### src/logic/irxcm_consts.vh
// Constants for the isochronous receive context match filter
`ifndef IRXCM_CONSTS_VH
`define IRXCM_CONSTS_VH
`define IRXCM_ADDR_W 16
`define IRXCM_MATCH_BASE 16'h410c
`define IRXCM_MATCH_STRIDE 16'h0020
`define IRXCM_CTRL_ADDR 16'h4200
`define IRXCM_STATUS_ADDR 16'h4204
`define IRXCM_COUNT_BASE 16'h4210
`define IRXCM_COUNT_STRIDE 16'h0004
`define IRXCM_NUM_CTX 4
`define IRXCM_MATCH_WMASK 32'hf7ffff7f
`define IRXCM_MATCH_RESET 32'h00000000
`define IRXCM_CTRL_RESET 32'h00000000
`define IRXCM_ACCEPT_TAG_THREE_BIT 31
`define IRXCM_ACCEPT_TAG_TWO_BIT 30
`define IRXCM_ACCEPT_TAG_ONE_BIT 29
`define IRXCM_ACCEPT_TAG_ZERO_BIT 28
`define IRXCM_CYC_HI 26
`define IRXCM_CYC_LO 12
`define IRXCM_SYNC_HI 11
`define IRXCM_SYNC_LO 8
`define IRXCM_T1SYNC_BIT 6
`define IRXCM_CHAN_HI 5
`define IRXCM_CHAN_LO 0
`define IRXCM_CTRL_CME_LO 0
`define IRXCM_CTRL_RUN_LO 8
`define IRXCM_STAT_START_LO 0
`define IRXCM_STAT_HIT_LO 8
`define IRXCM_WAIT_SYNC 2'h3
`define IRXCM_TAG_ONE 2'h1
`define IRXCM_COUNT_W 16
`endif

### src/logic/irxcm_filter.v
// Per-context acceptance decision for one isochronous receive context
`timescale 1ns/1ps
`include "irxcm_consts.vh"
module irxcm_filter (
  input wire [31:0] match_reg,
  input wire started,
  input wire [1:0] wait_field,
  input wire [5:0] pkt_channel,
  input wire [1:0] pkt_tag,
  input wire [3:0] pkt_sync,
  output reg accept,
  output reg sync_ok
);
  reg chan_ok;
  reg tag_ok;
  reg need_sync;
  always @* begin
    chan_ok = (pkt_channel == match_reg[`IRXCM_CHAN_HI:`IRXCM_CHAN_LO]); // [RL9]
    // Tag enable bit chosen by the packet tag: 11b->31, 10b->30, 01b->29, 00b->28
    case (pkt_tag)
      2'h3: tag_ok = match_reg[`IRXCM_ACCEPT_TAG_THREE_BIT]; // [RL1]
      2'h2: tag_ok = match_reg[`IRXCM_ACCEPT_TAG_TWO_BIT]; // [RL1] [RL7]
      2'h1: tag_ok = match_reg[`IRXCM_ACCEPT_TAG_ONE_BIT] &
                     (~match_reg[`IRXCM_T1SYNC_BIT] | (pkt_sync[3:2] == 2'h0)); // [RL6] [RL8]
      default: tag_ok = match_reg[`IRXCM_ACCEPT_TAG_ZERO_BIT]; // [RL1] [RL7]
    endcase
    need_sync = (wait_field == `IRXCM_WAIT_SYNC);
    sync_ok = ~need_sync | (pkt_sync == match_reg[`IRXCM_SYNC_HI:`IRXCM_SYNC_LO]); // [RL5]
    accept = chan_ok & tag_ok & sync_ok & started; // [RL12]
  end
endmodule // irxcm_filter

### src/logic/irxcm_top.v
// Isochronous receive context match filter: registers, start logic and packet acceptance
//
// Summary of operation
// [RL1] Tag-enable bits 31..28 let tags 11b, 10b, 01b and 00b through, one bit per tag.
// [RL2] Bits 27 and 7 of each match register always read as zero.
// [RL3] The cycle-match field holds two low seconds bits followed by the 13-bit cycle count.
// [RL4] With start-on-cycle on, a context starts only when the timer equals the cycle-match field.
// [RL5] The sync field is compared with every packet's sync when the descriptor wait field is 11b.
// [RL6] With the tag-one sync restriction and tag 01b enabled, tag 01b needs sync bits 3..2 of 00b.
// [RL7] Under the tag-one sync restriction other tags pass on their own enable bit only.
// [RL8] With the tag-one sync restriction clear, only the four tag-enable bits decide.
// [RL9] Only packets whose channel equals bits 5..0 are accepted.
// [RL10] Four match registers exist, one per context, 32 bytes apart.
// [RL11] Software starts a context by setting its run bit before packets are taken.
// [RL12] A packet is accepted only on channel match, tag and sync pass, and a met start condition.
//
// Local design decision: strobed register access.
`timescale 1ns/1ps
`include "irxcm_consts.vh"
module irxcm_top #(
  parameter NUM_CTX = `IRXCM_NUM_CTX,
  parameter COUNT_W = `IRXCM_COUNT_W
) (
  input wire clk,
  input wire rst_b,
  input wire [15:0] reg_addr,
  input wire [31:0] reg_wdata,
  input wire reg_wr,
  input wire reg_rd,
  output reg [31:0] reg_rdata,
  input wire [6:0] timer_seconds_count,
  input wire [12:0] timer_cycle_count,
  input wire [2*NUM_CTX-1:0] wait_field,
  input wire pkt_valid,
  input wire [5:0] pkt_channel,
  input wire [1:0] pkt_tag,
  input wire [3:0] pkt_sync,
  output reg [NUM_CTX-1:0] pkt_accept,
  output reg [NUM_CTX-1:0] sync_hit,
  output reg [NUM_CTX-1:0] ctx_started
);
  reg [31:0] match_reg [0:NUM_CTX-1];
  reg [NUM_CTX-1:0] start_on_cycle_enable;
  reg [NUM_CTX-1:0] run;
  reg [COUNT_W-1:0] accept_count [0:NUM_CTX-1];
  reg [31:0] next_rdata;
  wire [NUM_CTX-1:0] accept_now;
  wire [NUM_CTX-1:0] sync_ok_now;
  wire [14:0] timer_now;
  wire match_hit;
  wire [1:0] match_idx;
  wire count_hit;
  wire [1:0] count_idx;
  // Sized copies so the decode can slice them; the bare macros would mix widths
  localparam [15:0] MATCH_BASE = `IRXCM_MATCH_BASE;
  localparam [15:0] COUNT_BASE = `IRXCM_COUNT_BASE;

  // Low two seconds bits concatenated with the cycle count, same layout as the field
  assign timer_now = {timer_seconds_count[1:0], timer_cycle_count}; // [RL3]

  // Match registers sit at base + 32*n: low five bits fixed, bits 6..5 pick the context
  assign match_hit = (reg_addr[15:7] == MATCH_BASE[15:7]) &&
                     (reg_addr[4:0] == MATCH_BASE[4:0]) &&
                     ({14'h0000, reg_addr[6:5]} < NUM_CTX); // [RL10]
  assign match_idx = reg_addr[6:5];
  assign count_hit = (reg_addr[15:4] == COUNT_BASE[15:4]) &&
                     (reg_addr[1:0] == 2'h0) &&
                     ({14'h0000, reg_addr[3:2]} < NUM_CTX);
  assign count_idx = reg_addr[3:2];

  genvar g;
  generate
    for (g = 0; g < NUM_CTX; g = g + 1) begin : ctx
      irxcm_filter u_filter (
        .match_reg(match_reg[g]),
        .started(ctx_started[g]),
        .wait_field(wait_field[2*g+1:2*g]),
        .pkt_channel(pkt_channel),
        .pkt_tag(pkt_tag),
        .pkt_sync(pkt_sync),
        .accept(accept_now[g]),
        .sync_ok(sync_ok_now[g])
      );

      always @(posedge clk) begin
        if (!rst_b) begin
          match_reg[g] <= `IRXCM_MATCH_RESET;
        end else if (reg_wr && match_hit && match_idx == g) begin
          // Reserved bits are never stored, so they read back as zero
          match_reg[g] <= reg_wdata & `IRXCM_MATCH_WMASK; // [RL2]
        end
      end

      // Start condition: cleared while run is low, set once run is high and either
      // start-on-cycle is off or the timer reaches the programmed cycle
      always @(posedge clk) begin
        if (!rst_b) begin
          ctx_started[g] <= 1'b0;
        end else if (!run[g]) begin
          ctx_started[g] <= 1'b0; // [RL11]
        end else if (!ctx_started[g]) begin
          ctx_started[g] <= !start_on_cycle_enable[g] ||
                            (timer_now == match_reg[g][`IRXCM_CYC_HI:`IRXCM_CYC_LO]); // [RL4]
        end
      end

      always @(posedge clk) begin
        if (!rst_b) begin
          pkt_accept[g] <= 1'b0;
          sync_hit[g] <= 1'b0;
        end else begin
          pkt_accept[g] <= pkt_valid & accept_now[g]; // [RL12]
          // Sync hit only reported for packets on this context's channel while waiting
          sync_hit[g] <= pkt_valid && run[g] &&
                         (wait_field[2*g+1:2*g] == `IRXCM_WAIT_SYNC) &&
                         (pkt_channel == match_reg[g][`IRXCM_CHAN_HI:`IRXCM_CHAN_LO]) &&
                         sync_ok_now[g]; // [RL5]
        end
      end

      // Counter write clears it; a packet in the same cycle still counts, so none is lost
      always @(posedge clk) begin
        if (!rst_b) begin
          accept_count[g] <= {COUNT_W{1'b0}};
        end else if (pkt_valid && accept_now[g]) begin
          if (reg_wr && count_hit && count_idx == g) begin
            accept_count[g] <= {{(COUNT_W-1){1'b0}}, 1'b1};
          end else begin
            accept_count[g] <= accept_count[g] + {{(COUNT_W-1){1'b0}}, 1'b1};
          end
        end else if (reg_wr && count_hit && count_idx == g) begin
          accept_count[g] <= {COUNT_W{1'b0}};
        end
      end
    end
  endgenerate

  always @(posedge clk) begin
    if (!rst_b) begin
      start_on_cycle_enable <= {NUM_CTX{1'b0}};
      run <= {NUM_CTX{1'b0}};
    end else if (reg_wr && reg_addr == `IRXCM_CTRL_ADDR) begin
      start_on_cycle_enable <= reg_wdata[`IRXCM_CTRL_CME_LO+NUM_CTX-1:`IRXCM_CTRL_CME_LO];
      run <= reg_wdata[`IRXCM_CTRL_RUN_LO+NUM_CTX-1:`IRXCM_CTRL_RUN_LO]; // [RL11]
    end
  end

  // Read mux; unmapped addresses return zero so software never sees stale data
  always @* begin
    next_rdata = 32'h00000000;
    if (match_hit) begin
      next_rdata = match_reg[match_idx]; // [RL2]
    end else if (count_hit) begin
      next_rdata[COUNT_W-1:0] = accept_count[count_idx];
    end else if (reg_addr == `IRXCM_CTRL_ADDR) begin
      next_rdata[`IRXCM_CTRL_CME_LO+NUM_CTX-1:`IRXCM_CTRL_CME_LO] = start_on_cycle_enable;
      next_rdata[`IRXCM_CTRL_RUN_LO+NUM_CTX-1:`IRXCM_CTRL_RUN_LO] = run;
    end else if (reg_addr == `IRXCM_STATUS_ADDR) begin
      next_rdata[`IRXCM_STAT_START_LO+NUM_CTX-1:`IRXCM_STAT_START_LO] = ctx_started;
      next_rdata[`IRXCM_STAT_HIT_LO+NUM_CTX-1:`IRXCM_STAT_HIT_LO] = sync_hit;
    end
  end

  // Data only valid the cycle after the read strobe; held at zero otherwise
  always @(posedge clk) begin
    if (!rst_b) begin
      reg_rdata <= 32'h00000000;
    end else if (reg_rd) begin
      reg_rdata <= next_rdata;
    end else begin
      reg_rdata <= 32'h00000000;
    end
  end
endmodule // irxcm_top

### config.mk
export PLATFORM = sky130hd
export DESIGN_NAME = irxcm_top
export DESIGN_NICKNAME = d
export VERILOG_FILES = /design/src/logic/irxcm_filter.v /design/src/logic/irxcm_top.v
export VERILOG_INCLUDE_DIRS = /design/src /design/src/logic
export SDC_FILE = /design/constraint.sdc
export NUM_CORES = 1
export LEC_CHECK = 0
export BUFFER_PORTS_ARGS = -buffer_cell sky130_fd_sc_hd__buf_4
export CAP_MARGIN = 20
export CORE_MARGIN = 2
export CORE_UTILIZATION = 55
export CTS_CLUSTER_DIAMETER = 200
export DETAILED_ROUTE_END_ITERATION = 7
export HOLD_SLACK_MARGIN = 0.03
export PLACE_DENSITY = 0.88
export SLEW_MARGIN = 20
export SYNTH_ARGS = -nofsm -noshare
export SYNTH_HDL_FRONTEND = slang
export SYNTH_SLANG_ARGS = --single-unit
### constraint.sdc
create_clock -name clk -period 11.97 [get_ports clk]
set_input_delay 1.7955 -clock clk [delete_from_list [all_inputs] [get_ports clk]]
set_output_delay 1.7955 -clock clk [all_outputs]
set_load 0.01 [all_outputs]
==> reports/qor.csv, run 1 <==
stage;metric;value;unit
die;die_area;23400;sq um
route;dr.pass1.iters;5;
die;chipHeight;153;microns
clock_tree;cts_tree;yes;
setup_path;timing.rr.start;match_reg[3][8];
clock_tree;cts.sinks;235;
setup_path;path_cells;buf_4, nor4bb_1, nand4_1, o21ai_2, buf_4;
logic_synthesis;synth_seq_area_share;0.536;
setup_path;slowest_delay;0.62;ns
sta;fmax;239;MHz
setup_path;crit_arrival;4.34;ns
clock_tree;cts-hold-fix-buffers;0;
min_path;hold_end;ctx_started[3];
sta;skew;0.00949;ns
sta;fin_crit;4.18;ns
pwr;vdd_drop_max;119;uV
setup_path;r2r_setup_slack;9.37;ns
logic_synthesis;ys_warn_count;0;
clock_tree;cts_root_buf;clkbuf_16;
grt;grt_pass1_vias;8573;
setup_path;ff2ff_path_depth;5;
flow_run;cap_violations;0;
min_path;worstHoldPathType;register to register;
setup_path;start_kind;input pin;
die;die_width;153;microns
logic_synthesis;yosys_most_used_dff;edfxtp_1;
grt;grt_overflow_total;0;
logic_synthesis;post-synth-top-count-cell;edfxtp_1;
route;drc;0;
route;num_vias;8788;
logic_synthesis;avgSynthCellArea;12.2;sq um
clock_tree;cts_buffers;25;
sta;slew-limit-headroom;0.412;
pwr;pwr-share-seq;0.497;
sta;tightest_slew;0.880;ns
route;drtAntennaViolNets;0;
setup_path;rr_endpoint;accept_count[3][13];
place;dpl.hpwl;22100;microns
sta;final_hold_viol_count;0;
logic_synthesis;synth_top_area_frac;0.452;
clock_tree;cts_resized;0;
logic_synthesis;netlist_instances;1002;
setup_path;crit_fanout;29;
setup_path;worstPathRequired;12.14;ns
logic_synthesis;synth_edf_count;184;
grt;grt_max_degree;37;
clock_tree;ctsHtreeMaxLevel;1;
setup_path;endpoint_kind;register;
logic_synthesis;synth.distinct_cells;60;
clock_tree;insertion_delay;0.52;ns
sta;setup_viol;0;
min_path;worstHoldStart;start_on_cycle_enable[3];
die;initial_core_util;0.560;
layout;area_delta_synth_final;16.0;%
pwr;power_leakage;5.11;nW
sta;rsz0062_at_grt;false;
sta;final.period_utilization;0.349;
logic_synthesis;netlist_area;12200;sq um
sta;slew_viol_final;0;
pwr;p_sw_frac;0.221;
min_path;min_path_cells;1;
die;core;21800;sq um
logic_synthesis;synth-seq-cells;235;
pwr;pwr_density_cell;132;nW/um^2
logic_synthesis;synth_fp_nets;1099;
layout;nets;1208;
sta;fin_ws;7.79;ns
place;post-place-ws;7.41;ns
layout;drive_gt1_frac;0.207;
route;wl_per_cell;22.3;microns
clock_tree;clk_pin_slew;0.06;ns
grt;grt_first_pass_wirelength;48400;microns
setup_path;cpMostUsedCell;buf_4;
route;avgViaCountPerCell;6.23;
logic_synthesis;synth.area.top_cells;edfxtp_1, mux4_2, dfxtp_1;
place;gp_congestion;0.939;
pwr;p_switching;0.416;mW
pwr;clockPowerShare;0.422;
layout;largest_register_ffs;120;
route;routed_wl;31500;microns
setup_path;crit_path_top_delay_cell;nor4bb_1;
logic_synthesis;async_flop_share;0;
sta;tns;0;ns
pwr;p_int;1.46;mW
die;num_rows;54;
logic_synthesis;synthTopCellsByCount;edfxtp_1, and2_1, xor2_1;
grt;track_usage;0.265;
die;io_pins;137;
clock_tree;cts_setup_buffers;0;
clock_tree;cts_buffer_depth;3;
place;numPortBuffers;128;
status;outcome;complete, no violations;
pwr;comb_power_share;0.081;
logic_synthesis;yosys.area.top_type;edfxtp_1;
setup_path;critPathKind;input pin to register;
route;drtIter0Drc;1168;
grt;antenna_found_initial;2;
-- layout make-up --
type / instances / area, sq um
clock buffer: 37 / 691
multi-input combinational: 685 / 5320
timing repair buffer: 137 / 1030
fill: 1576 / 7640
inverter: 27 / 101
clock inverter: 8 / 138
tap: 280 / 350
antenna: 1 / 2.50
sequential: 235 / 6550
-- kinds of logic after synthesis --
| kind of cell | Yosys count | share of synthesized area |
|---|---|---|
| AND/OR/NAND/NOR | 414 | 0.192 |
| AO/OA/AOI/OAI | 58 | 0.0346 |
| other | 1 | 0.000307 |
| buffers and inverters | 82 | 0.0312 |
| XOR/XNOR | 154 | 0.110 |
| flip-flops | 235 | 0.536 |
| multiplexers | 54 | 0.0913 |
| adder cells (fa/ha/maj) | 4 | 0.00410 |
-- worst max path at each step --
stage | from | to | slack [ns] | cells after the start
5_1_grt | reg_addr[3] | match_reg[1][27] | 7.75 | 5
3_3_place_gp | reg_addr[3] | match_reg[1][23] | 7.48 | 5
4_1_cts | reg_addr[3] | match_reg[1][12] | 7.92 | 5
2_1_floorplan | reg_addr[2] | match_reg[0][0] | 6.50 | 5
3_5_place_dp | reg_addr[3] | match_reg[1][23] | 7.41 | 5
6_report | reg_addr[3] | match_reg[1][29] | 7.79 | 5
-- power by group through the flow --
stage                     sequential, mW  combinational (mW)  clock (mW)
after floorplan                    0.941              0.0900           0
after global placement             0.946               0.146           0
after detailed placement           0.949               0.149           0
after CTS                          0.932               0.151       0.796
after global routing               0.935               0.162       0.828
final                              0.933               0.152       0.792
-- per-layer routing --
layer | part of all wire | track usage | routed length [microns] | vias to the layer above
li1 | - | - | - | 3851
met1 | 0.37 | 0.358 | 11500 | 4336
met2 | 0.49 | 0.430 | 15500 | 528
met3 | 0.10 | 0.0459 | 3300 | 73
met4 | 0.038 | 0.105 | 1200 | 0
met5 | 0 | 0 | 0 | -
-- critical path, delay by kind of cell --
family / cells / cell delay [ns]
AOI/OAI and AO/OA: 1 / 0.51
and+or+nand+nor: 2 / 1.24
buffers and inverters: 2 / 0.76
-- stage by stage --
step / total power, mW / hold slack, ns / area, sq um / instances / utilization
after global routing: 1.93 / 0.520 / 14200 / 1410 / 0.650
final: 1.88 / 0.497 / 14200 / 1410 / 0.650
after floorplan: 1.03 / 0.433 / 12200 / 1002 / -
after CTS: 1.88 / 0.488 / 14200 / 1409 / 0.649
after global placement: 1.09 / 0.469 / 13300 / 1364 / 0.611
after detailed placement: 1.10 / 0.475 / 13300 / 1364 / 0.611
-- layout by cell type (no fill, tap or decap), types with 27 or more instances in the layout --
| cell | n |
|---|---|
| nand3_1 | 37 |
| dfxtp_1 | 51 |
| and2_1 | 124 |
| xor2_1 | 110 |
| mux4_2 | 46 |
| nand2_1 | 33 |
| xnor2_1 | 44 |
| inv_1 | 27 |
| nor2_1 | 83 |
| buf_4 | 137 |
| edfxtp_1 | 184 |
Note: power is estimated with default switching activity, not from simulation.
==> run 2, diff against run 1 <==
==> constraint.sdc (replaced) <==
create_clock -name clk -period 3.9 [get_ports clk]
set_input_delay 0.585 -clock clk [delete_from_list [all_inputs] [get_ports clk]]
set_output_delay 0.585 -clock clk [all_outputs]
set_load 0.01 [all_outputs]
==> reports/qor.csv, run 2 (synthesized netlist as in run 1, its figures left out) <==
stage;metric;value;unit;change
place;numPortBuffers;128;;unchanged
layout;largest_register_ffs;120;;unchanged
clock_tree;cts_root_buf;clkbuf_16;;
setup_path;start_kind;register;;
clock_tree;ctsHtreeMaxLevel;1;;unchanged
setup_path;worstPathRequired;4.05;ns;-8.09 ns
place;post-place-ws;0.846;ns;-6.56 ns
layout;n_antenna_cell;0;;-1
clock_tree;cts_buffers;24;;-4.0%
sta;rsz0062_at_grt;false;;
place;dpl.hpwl;22500;microns;+1.6%
min_path;worstHoldPathType;input pin to register;;
grt;grt_max_degree;37;;unchanged
sta;fin_ws;1.20;ns;-6.59 ns
die;num_rows;54;;unchanged
place;gp_congestion;0.937;;-0.18%
sta;final_hold_viol_count;0;;unchanged
layout;nets;1212;;+0.33%
layout;layout_commonest_cell;edfxtp_1;;
layout;area_delta_synth_final;15.7;%;
grt;grt_first_pass_wirelength;48300;microns;-0.21%
setup_path;endpoint_kind;register;;
pwr;pwr_density_cell;390;nW/um^2;+190%
die;die_width;153;microns;unchanged
setup_path;crit_fanout;16;;-45%
setup_path;critPathKind;register to register;;
sta;skew;0.0155;ns;+0.00604 ns
route;drtIter0Drc;951;;-19%
layout;fill_cells;1606;;+1.9%
die;chipHeight;153;microns;unchanged
setup_path;timing.rr.start;match_reg[3][10];;
layout;final_cell_mix;edfxtp_1, buf_4, and2_1, xor2_1, nor2_1;;
die;initial_core_util;0.560;;unchanged
sta;slew-limit-headroom;0.444;;+0.0327
route;wl_per_cell;22.1;microns;-1.0%
clock_tree;cts_setup_buffers;0;;unchanged
setup_path;crit_path_start;match_reg[3][10];;
route;num_vias;8673;;-1.3%
status;outcome;complete, no violations;;
clock_tree;cts_tree;yes;;
sta;setup_viol;0;;unchanged
die;die_area;23400;sq um;unchanged
route;avgViaCountPerCell;6.14;;-1.5%
sta;tns;0;ns;unchanged
sta;tightest_slew;0.831;ns;-0.0489 ns
pwr;power;5.51;mW;+190%
layout;drive_gt1_frac;0.208;;+0.00103
route;drc;0;;unchanged
clock_tree;cts_resized;0;;unchanged
min_path;worstHoldStart;reg_wdata[9];;
clock_tree;cts_buffer_depth;3;;unchanged
die;io_pins;137;;unchanged
sta;slew_viol_final;0;;unchanged
die;core;21800;sq um;unchanged
grt;grt_pass1_vias;8719;;+1.7%
sta;fin_crit;2.70;ns;
grt;antenna_found_initial;2;;unchanged
setup_path;crit_arrival;2.84;ns;-1.50 ns
grt;grt_overflow_total;0;;unchanged
sta;final.period_utilization;0.691;;
route;drtAntennaViolNets;0;;unchanged
sta;fmax;371;MHz;
clock_tree;cts-hold-fix-buffers;0;;unchanged
flow_run;cap_violations;0;;unchanged
pwr;power_leakage;5.09;nW;-0.23%
route;routed_wl;31200;microns;-0.81%
clock_tree;insertion_delay;0.52;ns;about the same
grt;track_usage;0.264;;-0.000722
clock_tree;clk_pin_slew;0.06;ns;about the same
route;dr.pass1.iters;5;;unchanged
clock_tree;cts.sinks;235;;unchanged
pwr;vdd_drop_max;261;uV;+120%
-- run 2: path summary, 6_finish.rpt --
path	to	slack, ns	cells after the start
max	accept_count[3][6]	1.20	5
min	run[1]	0.34	3
max reg2reg	accept_count[3][6]	1.20	5
min reg2reg	ctx_started[1]	0.48	1
-- run 2: metrics by stage --
step | util | hold WS (ns) | cell area, sq um | cells
after CTS | 0.648 | 0.336 | 14100 | 1413
after detailed placement | 0.614 | 0.468 | 13400 | 1369
final | 0.648 | 0.341 | 14100 | 1413
after global routing | 0.648 | 0.364 | 14100 | 1413
after global placement | 0.614 | 0.457 | 13400 | 1369
after floorplan | - | 0.433 | 12200 | 1002
-- run 2: where the power goes --
group / internal, mW / leakage (nW) / switching, mW / total (mW)
Sequential: 2.78 / 2.21 / 0.0786 / 2.86
Combinational: 0.218 / 2.53 / 0.251 / 0.469
Clock: 1.24 / 0.359 / 0.937 / 2.18
-- run 2: metal layers --
layer	vias up	track usage	routed length [microns]
met3	80	0.0510	3170
li1	3867	-	-
met4	2	0.104	1180
met1	4251	0.338	11500
met2	473	0.446	15300
met5	-	0	13
-- run 2: final cells by class --
type	count	area, sq um	share of cell area
flip-flops and latches	235	6550	0.463
multi-input cells	685	5320	0.376
repair buffers	142	1090	0.0772
clock buffers	34	659	0.0466
well taps	280	350	0.0248
inverters	27	101	0.00717
clock inverters	10	73.8	0.00522
-- run 2: worst max-delay path, stage by stage, from the launching register on --
cell and delay, ns:
edfxtp_1 0.42, xnor2_1 0.19, nand4_1 0.20, a221oi_1 0.74, nand2_1 0.13, nand3_1 0.65
